==> src/design/irct_params.svh <==
// Purpose: constants of the infrared carrier and envelope timer block
// Assumes: register index times four gives the APB byte address
// Notes:   definitions only
`ifndef IRCT_PARAMS_SVH
`define IRCT_PARAMS_SVH
// ==========================================================
// register indices
`define IRCT_IDX_MODE      8'h20  // timer mode select
`define IRCT_IDX_CA_CTRL   8'h21  // carrier timer control
`define IRCT_IDX_ENV_CTRL  8'h22  // envelope timer control
`define IRCT_IDX_CA_CNT    8'h23  // live count / period preload
`define IRCT_IDX_CA_HIGH   8'h24  // carrier high pulse
`define IRCT_IDX_ENV_LO    8'h25  // envelope count / preload low
`define IRCT_IDX_ENV_HI    8'h26  // envelope count / preload high
`define IRCT_IDX_IR_CTRL   8'h17  // infrared output disable
`define IRCT_IDX_DRIVE     8'h11  // transmit drive control
`define IRCT_IDX_STATUS    8'h29  // overflow flags, write one to clear
// ==========================================================
// field positions
`define IRCT_BIT_DOWN      7      // down-count mode select
`define IRCT_BIT_EN        7      // timer enable in both control regs
`define IRCT_BIT_SEL_HI    5      // clock select field top
`define IRCT_BIT_SEL_LO    4      // clock select field bottom
`define IRCT_BIT_MODE      0      // carrier-free mode bit
`define IRCT_BIT_IR_DIS    6      // infrared output disable
`define IRCT_BIT_DRIVE     3      // drive strength
`define IRCT_BIT_ENV_FLAG  0      // envelope overflow flag
`define IRCT_BIT_CA_FLAG   1      // carrier overflow flag
// ==========================================================
// reset values and limits
`define IRCT_RST_BYTE      8'h00
`define IRCT_RST_ENV       12'h000
`define IRCT_CA_MIN        8'h00
`define IRCT_ENV_MIN       12'h000
`define IRCT_PRE_W         6      // prescaler width, reaches divide by 64
`endif

==> src/design/irct_pkg.sv <==
// Purpose: types of the infrared carrier and envelope timer block
// Assumes: constants live in irct_params.svh
// Notes:   no imports, use irct_pkg::name
package irct_pkg;
  // ==========================================================
  // types
  typedef enum logic {IRCT_IDLE, IRCT_RUN} irct_run_t;     // timer run state
  typedef logic [1:0]                    irct_sel_t;     // clock select field
endpackage

==> src/design/irct_top.sv <==
// Purpose: carrier (8-bit) and envelope (12-bit) down-count timers driving the infrared pin
// Assumes: APB slave, one 25 MHz clock, synchronous active high reset
// Notes:   the up-count mode is not built; timers hold while it is selected
// Notes:   each register is one byte in the low byte of its word
`timescale 1ns/100ps
`include "irct_params.svh"

// Behaviour
// RULE1: down-count mode runs 8-bit and 12-bit counters
// RULE2: carrier clock: osc, /2, /4, /16
// RULE3: start loads period and high value
// RULE4: output starts low, high on compare match
// RULE5: overflow drives low and reloads both
// RULE6: carrier overflow when count wraps 00 to FF
// RULE7: non-carrier envelope clock: enable bit gates output
// RULE8: disable bit suppresses infrared output
// RULE9: carrier envelope toggles only at envelope overflows
// RULE10: software sequences envelope on and off counts
// RULE11: carrier-free pin shows static gated level
// RULE12: carrier-free mode reloads only period value
// RULE13: mode bit zero carrier, one level held high
// RULE14: carrier control bit 7 enables, resets zero
// RULE15: count address reads count, write sets period
// RULE16: high pulse register read/write duty value
// RULE17: envelope clock: osc, /4, /64, carrier
// RULE18: envelope overflow reloads and sets flag
// RULE19: envelope overflows when wrapping 000 to FFF
// RULE20: envelope control bit 7 enables, resets zero
// RULE21: envelope addresses read count, write preload
// RULE22: drive bit selects half or full current
// RULE23: carrier overflow is one envelope count
module irct_top (
  input  wire logic        mclk_i,                    // 25 MHz clock
  input  wire logic        reset_i,                   // synchronous, active high
  input  wire logic        psel_i,                    // apb select
  input  wire logic        penable_i,                 // apb access phase
  input  wire logic        pwrite_i,                  // apb direction
  input  wire logic [11:0] paddr_i,                   // apb byte address
  input  wire logic [31:0] pwdata_i,                  // apb write data
  output logic      [31:0] prdata_o,                  // apb read data
  output logic             pready_o,                  // apb ready
  output logic             pslverr_o,                 // apb error
  output logic             infrared_transmit_pin_o,   // to the led driver
  output logic             transmit_drive_strength_o, // 0 half, 1 full current
  output logic             carrier_overflow_o,        // one-cycle pulse
  output logic             envelope_overflow_flag_o   // sticky flag
);
  // ==========================================================
  // functions
  // one address map shared by read mux, writes
  // and status clear, so they cannot disagree
  // address hit on a register index, word aligned only
  function automatic logic hit(input logic [11:0] a, input logic [7:0] idx);
    hit = (a[11:10] == 2'h0) && (a[9:2] == idx) && (a[1:0] == 2'h0);
  endfunction

  // one-cycle enable from the free prescaler for a divider of 2**k
  // one shared prescaler: a new clock select
  // never waits for a private divider
  function automatic logic pre_tick(input logic [`IRCT_PRE_W-1:0] p, input int k);
    logic [`IRCT_PRE_W-1:0] m;
    m        = ((`IRCT_PRE_W)'(1) << k) - (`IRCT_PRE_W)'(1);
    pre_tick = ((p & m) == m);
  endfunction

  // ==========================================================
  // registers
  logic [7:0]               mode_sel_r;     // bit 7 selects down count
  logic [7:0]               ca_ctrl_r;      // carrier control
  logic [7:0]               env_ctrl_r;     // envelope control
  logic [7:0]               ca_period_r;    // carrier period preload
  logic [7:0]               ca_high_r;      // carrier high pulse preload
  logic [11:0]              env_pre_r;      // envelope preload

  // pin side controls
  logic                     ir_dis_r;       // infrared output disable
  logic                     drive_r;        // drive strength
  logic                     env_flag_r;     // sticky envelope overflow
  logic                     ca_flag_r;      // sticky carrier overflow

  // counting state, also the live read values
  logic [`IRCT_PRE_W-1:0]   pre_r;          // free prescaler
  logic [7:0]               ca_cnt_r;       // carrier down counter
  logic [7:0]               ca_cmp_r;       // compare unit
  logic                     carrier_r;      // internal carrier
  logic [11:0]              env_cnt_r;      // envelope down counter
  logic                     env_on_r;       // envelope on phase
  irct_pkg::irct_run_t      ca_run_r;       // carrier started
  irct_pkg::irct_run_t      env_run_r;      // envelope started

  // flops behind every output
  logic                     ca_ovf_r;       // carrier overflow pulse
  logic [31:0]              rdata_r;        // registered read data
  logic                     ready_r;        // registered ready
  logic                     err_r;          // registered error
  logic                     pin_r;          // registered pin level

  // ==========================================================
  // decoding
  // timers run only in down-count mode
  wire       down_mode  = mode_sel_r[`IRCT_BIT_DOWN];
  wire       ca_en      = ca_ctrl_r[`IRCT_BIT_EN] && down_mode;
  wire       env_en     = env_ctrl_r[`IRCT_BIT_EN] && down_mode;
  wire       level_mode = ca_ctrl_r[`IRCT_BIT_MODE];
  wire irct_pkg::irct_sel_t ca_sel  = ca_ctrl_r[`IRCT_BIT_SEL_HI:`IRCT_BIT_SEL_LO];
  wire irct_pkg::irct_sel_t env_sel = env_ctrl_r[`IRCT_BIT_SEL_HI:`IRCT_BIT_SEL_LO];
  wire       env_by_ca  = (env_sel == 2'h3);

  // bus qualifiers; a write lands at its completing edge
  wire       access     = psel_i && penable_i;
  wire       wr_commit  = access && pwrite_i && ready_r && !err_r;
  wire       w1c        = access && pwrite_i && ready_r && hit(paddr_i, `IRCT_IDX_STATUS);
  wire       in_range   = (paddr_i[11:2] >= 10'(`IRCT_IDX_MODE)) && (paddr_i[11:2] <= 10'(`IRCT_IDX_ENV_HI));
  wire       mapped     = (in_range && (paddr_i[1:0] == 2'h0)) || hit(paddr_i, `IRCT_IDX_IR_CTRL)
                          || hit(paddr_i, `IRCT_IDX_DRIVE) || hit(paddr_i, `IRCT_IDX_STATUS);

  // slower rates are enables, never derived clocks
  // carrier count enable from the selected division
  wire ca_tick = (ca_sel == 2'h0) ? 1'b1 :                              // see RULE2
                 (ca_sel == 2'h1) ? pre_tick(pre_r, 1) :
                 (ca_sel == 2'h2) ? pre_tick(pre_r, 2) : pre_tick(pre_r, 4);
  wire ca_start = ca_en && (ca_run_r == irct_pkg::IRCT_IDLE);           // see RULE3
  wire ca_step  = ca_en && (ca_run_r == irct_pkg::IRCT_RUN) && ca_tick;
  wire ca_wrap  = ca_step && (ca_cnt_r == `IRCT_CA_MIN);                // see RULE6
  wire [7:0] ca_dec = ca_cnt_r - 8'h01;

  // envelope count enable; by carrier it counts carrier periods
  // carrier wrap as event: one count per period
  wire env_tick = (env_sel == 2'h0) ? 1'b1 :                            // see RULE17
                  (env_sel == 2'h1) ? pre_tick(pre_r, 2) :
                  (env_sel == 2'h2) ? pre_tick(pre_r, 6) : ca_wrap;     // see RULE23
  wire env_start = env_en && (env_run_r == irct_pkg::IRCT_IDLE);
  wire env_step  = env_en && (env_run_r == irct_pkg::IRCT_RUN) && env_tick;
  wire env_wrap  = env_step && (env_cnt_r == `IRCT_ENV_MIN);            // see RULE19

  // on/off gate: envelope phase when carrier clocks it, else enable bit
  // the disable bit wins over every mode
  wire gate    = (env_by_ca && env_en) ? env_on_r : ca_en;              // see RULE7 RULE9
  wire pin_nxt = ir_dis_r ? 1'b0 :                                      // see RULE8
                 level_mode ? gate :                                    // see RULE11 RULE13
                 (carrier_r && gate);

  // read multiplexer
  // count addresses read live counters; a new
  // preload shows only after a start or wrap
  logic [7:0] rd_byte;
  always_comb begin
    rd_byte = `IRCT_RST_BYTE;
    if (hit(paddr_i, `IRCT_IDX_MODE))     rd_byte = mode_sel_r;
    if (hit(paddr_i, `IRCT_IDX_CA_CTRL))  rd_byte = ca_ctrl_r & 8'hB1;
    if (hit(paddr_i, `IRCT_IDX_ENV_CTRL)) rd_byte = env_ctrl_r & 8'hB0;
    if (hit(paddr_i, `IRCT_IDX_CA_CNT))   rd_byte = ca_cnt_r;                // see RULE15
    if (hit(paddr_i, `IRCT_IDX_CA_HIGH))  rd_byte = ca_high_r;               // see RULE16
    if (hit(paddr_i, `IRCT_IDX_ENV_LO))   rd_byte = env_cnt_r[7:0];          // see RULE21
    if (hit(paddr_i, `IRCT_IDX_ENV_HI))   rd_byte = {4'h0, env_cnt_r[11:8]};
    if (hit(paddr_i, `IRCT_IDX_IR_CTRL))  rd_byte = {1'b0, ir_dis_r, 6'h00};
    if (hit(paddr_i, `IRCT_IDX_DRIVE))    rd_byte = {4'h0, drive_r, 3'h0};
    if (hit(paddr_i, `IRCT_IDX_STATUS))   rd_byte = {6'h00, ca_flag_r, env_flag_r};
  end

  // ==========================================================
  // apb slave: one wait state so read data comes from a flop
  // trade-off: one extra cycle per access, but
  // no path from address decode to prdata
  // unmapped or misaligned: error, no write
  always_ff @(posedge mclk_i) begin
    if (reset_i) begin
      ready_r <= 1'b0;
      err_r   <= 1'b0;
      rdata_r <= 32'h0000_0000;
    end else begin
      ready_r <= access && !ready_r;
      err_r   <= access && !ready_r && !mapped;     // unmapped answers error
      rdata_r <= (access && !ready_r) ? {24'h00_0000, rd_byte} : 32'h0000_0000;
    end
  end

  // ==========================================================
  // software registers, written at the completing edge
  // reserved bits masked, so they read zero
  // period shares its address with live count
  always_ff @(posedge mclk_i) begin
    if (reset_i) begin
      mode_sel_r  <= `IRCT_RST_BYTE;
      ca_ctrl_r   <= `IRCT_RST_BYTE;                // see RULE14
      env_ctrl_r  <= `IRCT_RST_BYTE;                // see RULE20
      ca_period_r <= `IRCT_RST_BYTE;
      ca_high_r   <= `IRCT_RST_BYTE;
      env_pre_r   <= `IRCT_RST_ENV;
      ir_dis_r    <= 1'b0;
      drive_r     <= 1'b0;
    end else if (wr_commit) begin
      if (hit(paddr_i, `IRCT_IDX_MODE))     mode_sel_r  <= pwdata_i[7:0] & 8'h80;  // see RULE1
      if (hit(paddr_i, `IRCT_IDX_CA_CTRL))  ca_ctrl_r   <= pwdata_i[7:0] & 8'hB1;
      if (hit(paddr_i, `IRCT_IDX_ENV_CTRL)) env_ctrl_r  <= pwdata_i[7:0] & 8'hB0;
      if (hit(paddr_i, `IRCT_IDX_CA_CNT))   ca_period_r <= pwdata_i[7:0];          // see RULE15
      if (hit(paddr_i, `IRCT_IDX_CA_HIGH))  ca_high_r   <= pwdata_i[7:0];          // see RULE16
      if (hit(paddr_i, `IRCT_IDX_ENV_LO))   env_pre_r[7:0]  <= pwdata_i[7:0];      // see RULE21
      if (hit(paddr_i, `IRCT_IDX_ENV_HI))   env_pre_r[11:8] <= pwdata_i[3:0];
      if (hit(paddr_i, `IRCT_IDX_IR_CTRL))  ir_dis_r    <= pwdata_i[`IRCT_BIT_IR_DIS];
      if (hit(paddr_i, `IRCT_IDX_DRIVE))    drive_r     <= pwdata_i[`IRCT_BIT_DRIVE];  // see RULE22
    end
  end

  // sticky flags: a new overflow wins over a clear in the same cycle
  // cleared by writing one to the status bit
  always_ff @(posedge mclk_i) begin
    if (reset_i) begin
      env_flag_r <= 1'b0;
      ca_flag_r  <= 1'b0;
    end else begin
      env_flag_r <= env_wrap || (env_flag_r && !(w1c && pwdata_i[`IRCT_BIT_ENV_FLAG]));  // see RULE18
      ca_flag_r  <= ca_wrap  || (ca_flag_r  && !(w1c && pwdata_i[`IRCT_BIT_CA_FLAG]));
    end
  end

  // ==========================================================
  // prescaler, free running, all slower rates are enables
  // six bits reach the divide by 64
  always_ff @(posedge mclk_i) begin
    if (reset_i) pre_r <= '0;
    else         pre_r <= pre_r + (`IRCT_PRE_W)'(1);
  end

  // ==========================================================
  // carrier timer
  // start loads period and compare, then one
  // step per tick; rises on match, falls on
  // wrap: high time is compare value plus one
  // carrier-free mode keeps the compare and
  // reloads only the period; carrier stays inside
  always_ff @(posedge mclk_i) begin
    if (reset_i || !ca_en) begin
      ca_run_r  <= irct_pkg::IRCT_IDLE;     // disable stops and re-arms the start
      ca_cnt_r  <= (reset_i) ? `IRCT_RST_BYTE : ca_cnt_r;
      ca_cmp_r  <= (reset_i) ? `IRCT_RST_BYTE : ca_cmp_r;
      carrier_r <= 1'b0;
      ca_ovf_r  <= 1'b0;
    end else begin
      ca_ovf_r <= ca_wrap;                  // see RULE6
      if (ca_start) begin
        ca_run_r  <= irct_pkg::IRCT_RUN;
        ca_cnt_r  <= ca_period_r;           // see RULE3 RULE12
        if (!level_mode) ca_cmp_r <= ca_high_r;
        carrier_r <= 1'b0;                  // see RULE4
      end else if (ca_wrap) begin
        ca_cnt_r  <= ca_period_r;           // see RULE5 RULE12
        if (!level_mode) ca_cmp_r <= ca_high_r;
        carrier_r <= 1'b0;
      end else if (ca_step) begin
        ca_cnt_r  <= ca_dec;
        if (ca_dec == ca_cmp_r) carrier_r <= 1'b1;   // see RULE4
      end
    end
  end

  // ==========================================================
  // envelope timer; on phase starts first, software loads on count first
  // software loads the off count after each wrap
  // limitation: a mid-phase preload waits for
  // the next wrap
  always_ff @(posedge mclk_i) begin
    if (reset_i) begin
      env_run_r <= irct_pkg::IRCT_IDLE;
      env_cnt_r <= `IRCT_RST_ENV;
      env_on_r  <= 1'b0;
    end else if (!env_en) begin
      env_run_r <= irct_pkg::IRCT_IDLE;
      env_on_r  <= 1'b0;
    end else if (env_start) begin
      env_run_r <= irct_pkg::IRCT_RUN;
      env_cnt_r <= env_pre_r;
      env_on_r  <= 1'b1;
    end else if (env_wrap) begin
      env_cnt_r <= env_pre_r;               // see RULE18
      env_on_r  <= !env_on_r;               // see RULE9
    end else if (env_step) begin
      env_cnt_r <= env_cnt_r - 12'h001;
    end
  end

  // ==========================================================
  // pin and outputs
  // registered pin: no decode glitch reaches
  // the led, at one clock of lag
  always_ff @(posedge mclk_i) begin
    if (reset_i) pin_r <= 1'b0;
    else         pin_r <= pin_nxt;
  end

  // outputs are plain copies of flops
  assign prdata_o                  = rdata_r;
  assign pready_o                  = ready_r;
  assign pslverr_o                 = err_r;
  assign infrared_transmit_pin_o   = pin_r;
  assign transmit_drive_strength_o = drive_r;
  assign carrier_overflow_o        = ca_ovf_r;
  assign envelope_overflow_flag_o  = env_flag_r;
endmodule

==> config.mk <==
export PLATFORM = sky130hd
export DESIGN_NAME = irct_top
export DESIGN_NICKNAME = d
export VERILOG_FILES = /design/src/design/irct_pkg.sv /design/src/design/irct_top.sv
export VERILOG_INCLUDE_DIRS = /design/src /design/src/design
export SDC_FILE = /design/constraint.sdc
export NUM_CORES = 1
export LEC_CHECK = 0
export ABC_CLOCK_PERIOD_IN_PS = 2400
export BUFFER_PORTS_ARGS = -buffer_cell sky130_fd_sc_hd__clkbuf_2
export CORE_MARGIN = 1.5
export CORE_UTILIZATION = 50
export DETAILED_ROUTE_END_ITERATION = 6
export GPL_TIMING_DRIVEN = 0
export HOLD_SLACK_MARGIN = 0.05
export PLACE_DENSITY_LB_ADDON = 0.12
export SKIP_CTS_REPAIR_TIMING = 1
export SLEW_MARGIN = 20
export SYNTH_ARGS = -nofsm -noshare
export SYNTH_HDL_FRONTEND = slang
export SYNTH_SLANG_ARGS = --single-unit
export TNS_END_PERCENT = 20
==> constraint.sdc <==
create_clock -name mclk_i -period 2.4 [get_ports mclk_i]
set_input_delay 0.36 -clock mclk_i [delete_from_list [all_inputs] [get_ports mclk_i]]
set_output_delay 0.36 -clock mclk_i [all_outputs]
set_load 0.02 [all_outputs]
; Word level (Yosys, flattened, before mapping)
; Cells that the tools add are included.
[totals]
reg_bits = 114
wordCells = 179
output_inout_bits = 38
inputBits = 49
[op_classes]
eq_ne = 20
magnitude_cmp = 2
reduce_logical = 89
add_sub_neg = 3
n_mux = 32
n_bitwise = 4
[ops]
columns = cell, count
row1 = $mux W8, 15
row2 = $eq A8 B6 Y1 const B, 8
row3 = $logic_and A1 B1 Y1, 45
row4 = $mux W12, 3
row5 = $reduce_and A2 Y1, 13
row6 = $eq A8 B5 Y1 const B, 2
row7 = $mux W7, 2
row8 = $logic_not A12 Y1, 1
row9 = $sub A12 B1 Y12 const B, 1
row10 = $ge A10 B6 Y1 const B, 1
row11 = $le A10 B6 Y1 const B, 1
row12 = $mux W1, 10
row13 = $eq A2 B2 Y1 const B, 4
row14 = $eq A8 B8 Y1, 1
row15 = $logic_not A2 Y1, 4
row16 = $logic_not A8 Y1, 1
row17 = $sub A8 B1 Y8 const B, 1
row18 = $logic_not A1 Y1, 7
row19 = $add A6 B1 Y6 const B, 1
row20 = $eq A6 B6 Y1 const B, 1
row21 = $logic_or A1 B1 Y1, 6
row22 = $reduce_bool A3 Y1, 2
row23 = $reduce_or A2 Y1, 3
row24 = $reduce_or A3 Y1, 2
row25 = other kinds (11), 15

; Longest topological paths before layout
; Gate-level depths: netlist of run 1.
[logic_depth]
depth_word = 13
depth_mapped = 8
depth_no_buf = 8

; Worst setup path before layout of run 1
; OpenSTA, ideal clock, no wires.
[synth_path]
path_type = reg2reg
from = reg ca_cnt_r[2]
to = reg ca_cmp_r[0] (enable)
synth_period_minus_slack_ns = 2.336
path_stages_with_launch = 6
t_arrival_ns = 2.026
setup_slack_ns = 0.064
n_path_buf = 0
path_cell_list = edfxtp_1 nor4_4 nand3_2 or3_1 a211oi_2 or2_2
[synth_between]
elab_chain_len = 4
[synth_lines]
columns = item, line_no
row1 = from (decl), irct_top.sv:83  ; logic [7:0] ca_cnt_r;
row2 = from (signal assigned), irct_top.sv:235  ; ca_cnt_r <= (reset_i) ? `IRCT_RST_BYTE : ca_cnt_r;
row3 = from (signal assigned), irct_top.sv:243  ; ca_cnt_r <= ca_period_r;
row4 = from (signal assigned), irct_top.sv:247  ; ca_cnt_r <= ca_period_r;
row5 = $logic_not A8 Y1 (no source line), -
row6 = $logic_and A1 B1 Y1, irct_top.sv:124  ; wire ca_wrap = ca_step && (ca_cnt_r == `IRCT_CA_MIN);
row7 = $reduce_bool A3 Y1 (no source line), -
row8 = $reduce_and A2 Y1 (no source line), -
row9 = to (signal assigned), irct_top.sv:236  ; ca_cmp_r <= (reset_i) ? `IRCT_RST_BYTE : ca_cmp_r;
row10 = to (signal assigned), irct_top.sv:244  ; if (!level_mode) ca_cmp_r <= ca_high_r;
row11 = to (signal assigned), irct_top.sv:248  ; if (!level_mode) ca_cmp_r <= ca_high_r;
row12 = to (decl), irct_top.sv:84  ; logic [7:0] ca_cmp_r;
; No other way between the ends.
; A chain may end at the register's enable or synchronous reset.

; Worst setup path after layout of run 1
[layout_path]
from = reg ca_cnt_r[2]
to = reg ca_cmp_r[4] (enable)
; Same word-level chain as after synthesis.

==> results.tsv, run 1 <==
stage	metric	value	unit
timing	fin_crit_sh	0.975	
finish	area_growth	16.8	%
place	numPortBuffers	38	
global_route	grt_usage	0.285	
power	p_per_area	543	mW/mm²
synth	ys_seq_elements	90	
finish	n_antenna_cell	0	
die	die-height	99.8	µm
critical_path	crit_path_end	ca_cmp_r[4]$_SDFFCE_PP0P_	
timing	clock.fmax	427	MHz
synth	seq_area_frac_synth	0.419	
critical_path	r2r-end	ca_cmp_r[4]$_SDFFCE_PP0P_	
synth	syn-cell-area	0.00469	mm²
clock_tree	path_clk_slew	0.10	ns
timing	skew	0.0128	ns
die	core	0.00915	mm²
critical_path	critPathCaptureType	flip-flop	
critical_path	cp.required	2.49	ns
global_route	grt_pass1_vias	3953	
timing	slew_viol_final	0	
hold_path	min_path_type	input pin to flip-flop	
drt	drt-total-wl	14.2	mm
synth	ys_types	58	
finish	final_net_count	693	
synth	synthArstFlopShare	0	
critical_path	rrSetupSlack	0.06	ns
die	fp.dieW	99.8	µm
critical_path	crit_start	ca_cnt_r[2]$_SDFFCE_PP0P_	
synth	syn-instance-count	559	
power	leakage	0.00202	µW
power	ir_worst_vdd	0.342	mV
timing	period_minus_slack	2.34	ns
power	finalPower	2970	µW
critical_path	r2r_start	ca_cnt_r[2]$_SDFFCE_PP0P_	
timing	hold_viol	0	
die	io_pins	87	
synth	syn_area_per_cell	8.38	µm²
timing	worst_pin_slew	0.704	ns
global_route	grt_pass1_wl	21.4	mm
drt	vias	4551	
clock_tree	cts_buffer_depth	2	
clock_tree	cts_max_level	3	
drt	antenna_left	0	
critical_path	critPathKind	flip-flop to flip-flop	
drt	viasPerCell	6.02	
drt	drc	0	
run	max-cap-violations	0	
drt	drtPass1Iterations	5	
finish	drive_gt1_frac	0.167	
clock_tree	cts_num_sinks	90	
critical_path	cp_max_fo	8	
synth	synth_flop_cell	dfxtp_1	
place	gp_congestion	1.03	
critical_path	start_kind	flip-flop	
global_route	gr-total-overflow	0	
timing	slew_headroom	0.527	
drt	drt_iter0_markers	409	
place	dp_hpwl	10.5	mm
die	rows	35	
drt	wl_per_cell	18.8	µm
timing	rsz0062_at_grt	false	
clock_tree	cts_root_buffer	clkbuf_8	
die	dieArea	0.00996	mm²
timing	setup_violations	0	
global_route	grt_max_degree	17	
finish	layoutNonFillerInstCount	756	
critical_path	r2r.worst_path.cells	6	
clock_tree	cts_buffers	9	
global_route	antenna_found_initial	0	
die	initial_core_util	0.512	
synth	yosys_warnings	0	
clock_tree	clk_latency	0.38	ns
place	dp_cells	731	
clock_tree	cts_tree	built	
synth	synth_edf_count	16	
critical_path	cp.arrival	2.43	ns
run_status	status	finished, final reports clean	
[stage by stage]
stage / setup slack [ns] / utilization / cell area (µm²) / setup TNS [ns] / hold slack (ns)
floorplan: 0.0640 / - / 4770 / 0 / 0.421
global placement: -0.284 / 0.557 / 5100 / -3.43 / 0.442
detailed placement: -0.322 / 0.557 / 5100 / -4.59 / 0.443
CTS: -0.346 / 0.582 / 5330 / -4.53 / 0.288
global route: 0.00710 / 0.598 / 5480 / 0 / 0.296
finish: 0.0606 / 0.598 / 5480 / 0 / 0.279
[final cells by class]
type                    count  area (µm²)
fillers                   844        3680
clock buffers               9         124
plain buffers              48         272
flip-flops and latches     90        1960
well taps                 111         139
repair buffers             47         270
clock inverters             7         101
multi-input cells         424        2530
inverters                  20        75.1
[cell usage in the layout, fill, tap and decap left out, types with 5 or more instances in the layout]
cell      instances
xor2_1            9
clkbuf_2         38
nor2b_1           5
a21oi_1          53
edfxtp_1         16
o32ai_1           7
nand4_1           7
a22oi_1           6
conb_1           24
nor2_1           44
o21ai_0          22
nor3_1           13
mux2i_1          22
clkbuf_1         23
and3_1            6
clkbuf_8          9
inv_1            20
dfxtp_1          73
buf_4            32
and2_1            5
nand3_1          43
nand2_1          65
nor4_1            6
nand2b_1          5
xnor2_1           9
[kinds of logic (layout without fill, tap and decap cells)]
family / Yosys count / after routing / share of synthesized area
AND/OR/NAND/NOR: 231 / 231 / 0.248
AO/OA/AOI/OAI: 125 / 125 / 0.168
flip-flops: 90 / 90 / 0.419
buffers and inverters: 68 / 131 / 0.0740
multiplexers: 22 / 22 / 0.0470
XOR/XNOR: 18 / 18 / 0.0336
adder cells (fa/ha/maj): 4 / 4 / 0.0107
other: 1 / 24 / 0.000800
[flip-flops by register name (all words and copies together), names as in the netlist, 3 cells and up]
signal       flops
ca_ctrl_r        4
pre_r            6
env_pre_r       12
ca_period_r      8
ca_cmp_r         8
env_ctrl_r       3
prdata_o         8
ca_cnt_r         8
env_cnt_r       12
ca_high_r        8
[worst max-delay path, cell delays in order (launching register included)]
cell and delay [ns]:
edfxtp_1 0.50, nor4_4 0.37, nand3_2 0.19, or3_4 0.40
a211oi_4 0.20, buf_4 0.19, or2_4 0.19
[power breakdown]
group	total (µW)	leakage [µW]	internal [µW]	switching (µW)
combinational	223	0.00115	80.3	143
clock	1190	0.000112	597	588
sequential	1560	0.000762	1550	16.2
total	2970	0.00202	2230	747
[synth_stat cells (14+ instances only)]
| master | count | area (µm²) |
|---|---|---|
| inv_1 | 20 | 75.1 |
| clkbuf_1 | 23 | 86.3 |
| nor3_1 | 14 | 70.1 |
| edfxtp_1 | 16 | 480 |
| a21oi_1 | 53 | 265 |
| dfxtp_1 | 74 | 1480 |
| o21ai_0 | 22 | 110 |
| nand2_1 | 66 | 248 |
| buf_4 | 24 | 180 |
| nor2_1 | 44 | 165 |
| mux2i_1 | 22 | 220 |
| nand3_1 | 43 | 215 |
[worst min-delay path by stage]
stage | start | end | slack (ns) | cells after the start
floorplan | ir_dis_r$_SDFFE_PP0P_ | infrared_transmit_pin_o$_SDFF_PP0_ | 0.42 | 1
CTS | penable_i | pready_o$_SDFF_PP0_ | 0.29 | 3
global placement | env_pre_r[7]$_SDFFE_PP0P_ | env_pre_r[7]$_SDFFE_PP0P_ | 0.44 | 2
finish | penable_i | pready_o$_SDFF_PP0_ | 0.28 | 3
global route | penable_i | pready_o$_SDFF_PP0_ | 0.30 | 3
detailed placement | env_pre_r[1]$_SDFFE_PP0P_ | env_pre_r[1]$_SDFFE_PP0P_ | 0.44 | 2
[routing by layer]
metal / GRT usage / part of all wire / wire [µm]
met5: 0 / 0 / 0
met3: 0.0453 / 0.094 / 1340
met1: 0.416 / 0.44 / 6300
met4: 0.113 / 0.031 / 440
met2: 0.422 / 0.43 / 6100
(Power assumes the default switching activity.)
==> run 2: changes to the inputs <==
- CORE_UTILIZATION: 50 -> 30
==> run 2 against run 1 <==
Effect of this change:
- setup slack improved by 0.0056 ns
- combinational power increased by 2%
- clock power increased by 36%
- via count decreased by 3.5%
- non-clock buffer count increased by 2
- fmax increased by 0.24%
- first-iteration DRC count decreased by 9.0%
- cell area increased by 3.7%
- global-route usage decreased by 9.0 points
==> results.tsv, run 2 (synthesis gave the netlist of run 1 again) <==
stage	metric	value	unit	change
critical_path	critPathKind	flip-flop to flip-flop		
global_route	grt_use_met1	0.269		-0.147
run_status	status	finished, final reports clean		
finish	layout_common_cells	73 x dfxtp_1, 65 x nand2_1, 53 x a21oi_1		
power	finalPower	3410	µW	+15%
drt	drc	0		unchanged
timing	worst_pin_slew	0.790	ns	+0.0867 ns
power	p_clk_frac	0.474		+0.075
drt	vias	4390		-3.5%
clock_tree	cts_max_level	3		unchanged
place	dpl_cell_area	0.00520	mm²	+1.9%
clock_tree	cts_num_sinks	90		unchanged
die	fp.dieW	128	µm	+28%
die	dieArea	0.0164	mm²	+64%
clock_tree	cts_buffer_depth	2		unchanged
critical_path	crit_chain	nor4_4 > nand3_2 > or3_4 > a211oi_4 > or2_4		
timing	skew	0.00732	ns	-0.00549 ns
clock_tree	cts_tree	built		
clock_tree	path_clk_slew	0.06	ns	-0.04 ns
global_route	antenna_found_initial	0		unchanged
power	pwr-share-comb	0.067		-0.008
hold_path	min_path_type	input pin to flip-flop		
timing	rsz0062_at_grt	true		
timing	hold_ws	0.308	ns	+0.0296 ns
critical_path	slowest_delay	0.47	ns	-0.03 ns
power	ir_worst_vdd	0.315	mV	-8.0%
clock_tree	cts_buffers	9		unchanged
drt	drt-total-wl	15.5	mm	+9.3%
timing	period_minus_slack	2.33	ns	-0.00557 ns
place	dp_hpwl	11.7	mm	+11%
run	max-cap-violations	0		unchanged
critical_path	cp.required	2.45	ns	-0.04 ns
critical_path	cp.arrival	2.39	ns	-0.04 ns
critical_path	cp_max_fo	8		unchanged
die	rows	45		+29%
clock_tree	cts_root_buffer	clkbuf_16		
drt	viasPerCell	5.26		-13%
global_route	met2_usage	0.293		-0.129
finish	n_antenna_cell	0		unchanged
timing	setup_violations	0		unchanged
place	numPortBuffers	38		unchanged
drt	wl_per_cell	18.6	µm	-1.1%
power	seqPwrFrac	0.459		-0.067
finish	final_common_cell	dfxtp_1		
power	p_per_area	601	mW/mm²	+11%
clock_tree	clk_latency	0.34	ns	-0.04 ns
finish	regArea	0.00196	mm²	unchanged
timing	hold_viol	0		unchanged
power	p_switching	752	µW	+0.60%
power	swShare	0.220		-0.0310
global_route	grt_max_degree	15		-2
critical_path	cp_slowest_cell	edfxtp_1		
die	io_pins	87		unchanged
global_route	grt_usage	0.195		-0.0901
drt	drt_iter0_markers	372		-9.0%
power	leakage	0.00207	µW	+2.7%
finish	drive_gt1_frac	0.168		+0.00103
critical_path	start_kind	flip-flop		
die	core	0.0152	mm²	+66%
timing	slew_viol_final	0		unchanged
critical_path	critPathCaptureType	flip-flop		
global_route	grt_pass1_wl	23.6	mm	+10%
finish	multi_input_area	0.00252	mm²	-0.49%
global_route	gr-total-overflow	0		unchanged
finish	area_growth	21.1	%	
die	initial_core_util	0.308		-0.204
finish	design_area	0.00568	mm²	+3.7%
finish	final_net_count	695		+0.29%
finish	top_regs	env_cnt_r: 12 flops, env_pre_r: 12 flops		
global_route	grt_pass1_vias	4126		+4.4%
die	die-height	128	µm	+28%
global_route	grt_busiest_layer	met2		
power	intPower	2660	µW	+20%
global_route	use_met3	0.0284		-0.0169
drt	antenna_left	0		unchanged
timing	fin_crit_sh	0.972		-0.00232
place	gp_congestion	0.902		-12%
timing	setup_ws	0.0662	ns	+0.00557 ns
finish	fillerInstances	1583		+88%
drt	drtPass1Iterations	5		unchanged
timing	clock.fmax	428	MHz	+0.24%
timing	slew_headroom	0.473		-0.0535
place	place_ws	-0.397	ns	-0.0748 ns
-- run 2: worst paths after layout --
path                                                start                         to  slack [ns]  cells past startpoint
worst min-delay path                            penable_i        pready_o$_SDFF_PP0_        0.31                      3
worst max register to register  ca_cnt_r[5]$_SDFFCE_PP0P_  ca_cmp_r[3]$_SDFFCE_PP0P_        0.07                      5
worst max-delay path            ca_cnt_r[5]$_SDFFCE_PP0P_  ca_cmp_r[3]$_SDFFCE_PP0P_        0.07                      5
worst min register to register        pre_r[0]$_SDFF_PP0_        pre_r[0]$_SDFF_PP0_        0.43                      1
-- run 2: power groups by stage --
| stage | combinational [µW] | sequential, µW | clock [µW] |
|---|---|---|---|
| after global placement | 217 | 1600 | 0 |
| after detailed placement | 217 | 1600 | 0 |
| after global routing | 247 | 1570 | 1710 |
| after floorplan | 143 | 1600 | 0 |
| final | 228 | 1570 | 1620 |
| after CTS | 218 | 1570 | 1640 |
-- run 2: metrics by stage --
stage,TNS [ns],cells,util
floorplan,0,582,-
global placement,-6.35,808,0.342
detailed placement,-5.77,808,0.342
CTS,-5.43,824,0.364
global route,-0.776,835,0.373
finish,0,835,0.373
-- run 2: worst max-delay path: cells and delay by family (launching register included) --
kind            cells  cell delay, ns
simple gates        4            1.18
flops               1            0.47
compound gates      1            0.38
-- run 2: cell type report --
| cell class | count | share of cell area |
|---|---|---|
| multi-input combinational | 424 | 0.444 |
| inverter | 20 | 0.0132 |
| timing repair buffer | 49 | 0.0481 |
| clock inverter | 5 | 0.0181 |
| buffer | 48 | 0.0478 |
| tap | 188 | 0.0414 |
| sequential | 90 | 0.346 |
| clock buffer | 11 | 0.0417 |
-- run 2: layer usage --
layer	share of wire	vias up
li1	-	2138
met1	0.48	2080
met2	0.43	145
met3	0.054	27
met4	0.032	0
met5	0	-
==> run 3: changes to the inputs <==
- RECOVER_POWER: not set -> 50
==> run 3 against run 2 <==
Effect of this change:
- clock-buffer cell count did not move
- fmax fell by 0.35%
- cell area fell by 0.33%
- power barely moved
- worst hold slack improved by 0.0028 ns
- wire length barely moved
- clock power barely moved
- cell count did not move
- via count barely moved
- setup slack got worse by 0.0081 ns
- critical path type unchanged
==> results.tsv, run 3 (synthesis gave the netlist of run 1 again) <==
stage	metric	value	unit	change
clock_tree	cts_buffers	9		unchanged
finish	design_area	0.00566	mm²	-0.33%
timing	worst_pin_slew	0.776	ns	-0.0147 ns
global_route	grt_pass1_vias	4126		unchanged
die	die-height	128	µm	unchanged
place	numPortBuffers	38		unchanged
finish	top_regs	env_cnt_r: 12 flops, env_pre_r: 12 flops		
global_route	grt_pass1_wl	23.6	mm	unchanged
timing	slew_headroom	0.483		+0.00979
die	fp.dieW	128	µm	unchanged
timing	period_minus_slack	2.34	ns	+0.00810 ns
timing	slew_viol_final	0		unchanged
critical_path	crit_chain	nor4_4 > nand3_2 > nor4_4 > buf_4 > o31ai_4 > buf_4 > mux2i_1 > o32ai_1		
finish	layout_common_cells	73 x dfxtp_1, 65 x nand2_1, 53 x a21oi_1		
critical_path	critPathCaptureType	flip-flop		
power	leakage	0.00202	µW	-2.5%
finish	final_net_count	695		unchanged
drt	drt_iter0_markers	368		-1.1%
hold_path	min_path_type	input pin to flip-flop		
critical_path	cp_slowest_cell	edfxtp_1		
finish	n_antenna_cell	0		unchanged
critical_path	cp_max_fo	5		-3
finish	multi_input_area	0.00252	mm²	unchanged
clock_tree	cts_buffer_depth	2		unchanged
critical_path	start_kind	flip-flop		
timing	clock.fmax	427	MHz	-0.35%
finish	area_growth	20.7	%	
timing	hold_viol	0		unchanged
place	dpl_cell_area	0.00520	mm²	unchanged
drt	drc	0		unchanged
critical_path	cp.arrival	2.54	ns	+0.15 ns
critical_path	critPathKind	flip-flop to flip-flop		
die	io_pins	87		unchanged
die	initial_core_util	0.308		unchanged
timing	skew	0.00737	ns	+0.0000458 ns
drt	wl_per_cell	18.5	µm	about the same
timing	fin_crit_sh	0.976		+0.00338
drt	antenna_left	0		unchanged
die	rows	45		unchanged
global_route	grt_max_degree	15		unchanged
clock_tree	cts_max_level	3		unchanged
clock_tree	cts_root_buffer	clkbuf_16		
place	gp_congestion	0.902		unchanged
run_status	status	finished, final reports clean		
critical_path	cp.required	2.60	ns	+0.15 ns
clock_tree	clk_latency	0.35	ns	about the same
global_route	antenna_found_initial	0		unchanged
power	p_per_area	603	mW/mm²	+0.33%
finish	final_common_cell	dfxtp_1		
global_route	grt_usage	0.195		unchanged
critical_path	slowest_delay	0.48	ns	about the same
clock_tree	cts_num_sinks	90		unchanged
timing	hold_ws	0.311	ns	+0.00280 ns
die	core	0.0152	mm²	unchanged
timing	setup_violations	0		unchanged
clock_tree	cts_tree	built		
die	dieArea	0.0164	mm²	unchanged
timing	rsz0062_at_grt	true		
global_route	gr-total-overflow	0		unchanged
finish	regArea	0.00196	mm²	unchanged
drt	drt-total-wl	15.5	mm	about the same
run	max-cap-violations	0		unchanged
drt	viasPerCell	5.26		about the same
clock_tree	path_clk_slew	0.06	ns	about the same
drt	drtPass1Iterations	5		unchanged
finish	drive_gt1_frac	0.145		-0.0232
place	dp_hpwl	11.7	mm	unchanged
finish	fillerInstances	1592		+0.57%
power	ir_worst_vdd	0.316	mV	+0.23%
drt	vias	4389		-0.023%
run 3: path summary, 6_finish.rpt:
| check | startpoint | endpoint | slack [ns] | cells past startpoint |
|---|---|---|---|---|
| setup / recovery | ca_cnt_r[5]$_SDFFCE_PP0P_ | env_cnt_r[7]$_SDFFE_PP0P_ | 0.06 | 8 |
| hold / removal | penable_i | pready_o$_SDFF_PP0_ | 0.31 | 3 |
| setup reg to reg | ca_cnt_r[5]$_SDFFCE_PP0P_ | env_cnt_r[7]$_SDFFE_PP0P_ | 0.06 | 8 |
| hold reg to reg | pre_r[0]$_SDFF_PP0_ | pre_r[0]$_SDFF_PP0_ | 0.43 | 1 |
run 3: layout make-up:
class                   count  share of cell area
multi-input cells         424               0.445
plain buffers              48              0.0480
repair buffers             49              0.0449
flip-flops and latches     90               0.347
well taps                 188              0.0416
inverters                  20              0.0133
clock buffers              11              0.0418
clock inverters             5              0.0181
run 3: critical path, delay by kind of cell, from the launching register on:
kind | cells | cell delay [ns]
and+or+nand+nor | 3 | 0.99
AOI/OAI and AO/OA | 2 | 0.17
DFF | 1 | 0.48
buffers and inverters | 2 | 0.39
muxes | 1 | 0.16
run 3: layer usage:
layer | up-vias | track usage | routed length [µm]
li1 | 2137 | - | -
met1 | 2066 | 0.269 | 7430
met2 | 158 | 0.293 | 6700
met3 | 28 | 0.0284 | 841
met4 | 0 | 0.104 | 506
met5 | - | 0 | 0
run 3: through the flow:
step	worst slack [ns]	cells	util	TNS [ns]	total power, µW
2_1_floorplan	0.0640	582	-	0	1740
3_3_place_gp	-0.431	808	0.342	-6.35	1820
3_5_place_dp	-0.397	808	0.342	-5.77	1820
4_1_cts	-0.401	824	0.364	-5.43	3430
5_1_grt	-0.0650	835	0.372	-0.776	3520
6_report	0.0581	835	0.372	0	3410
run 3: report_power, final:
part | switching [µW] | total [µW] | internal (µW) | leakage [µW]
combinational | 146 | 228 | 81.5 | 0.00110
clock | 590 | 1620 | 1030 | 0.000163
sequential | 15.8 | 1570 | 1550 | 0.000762
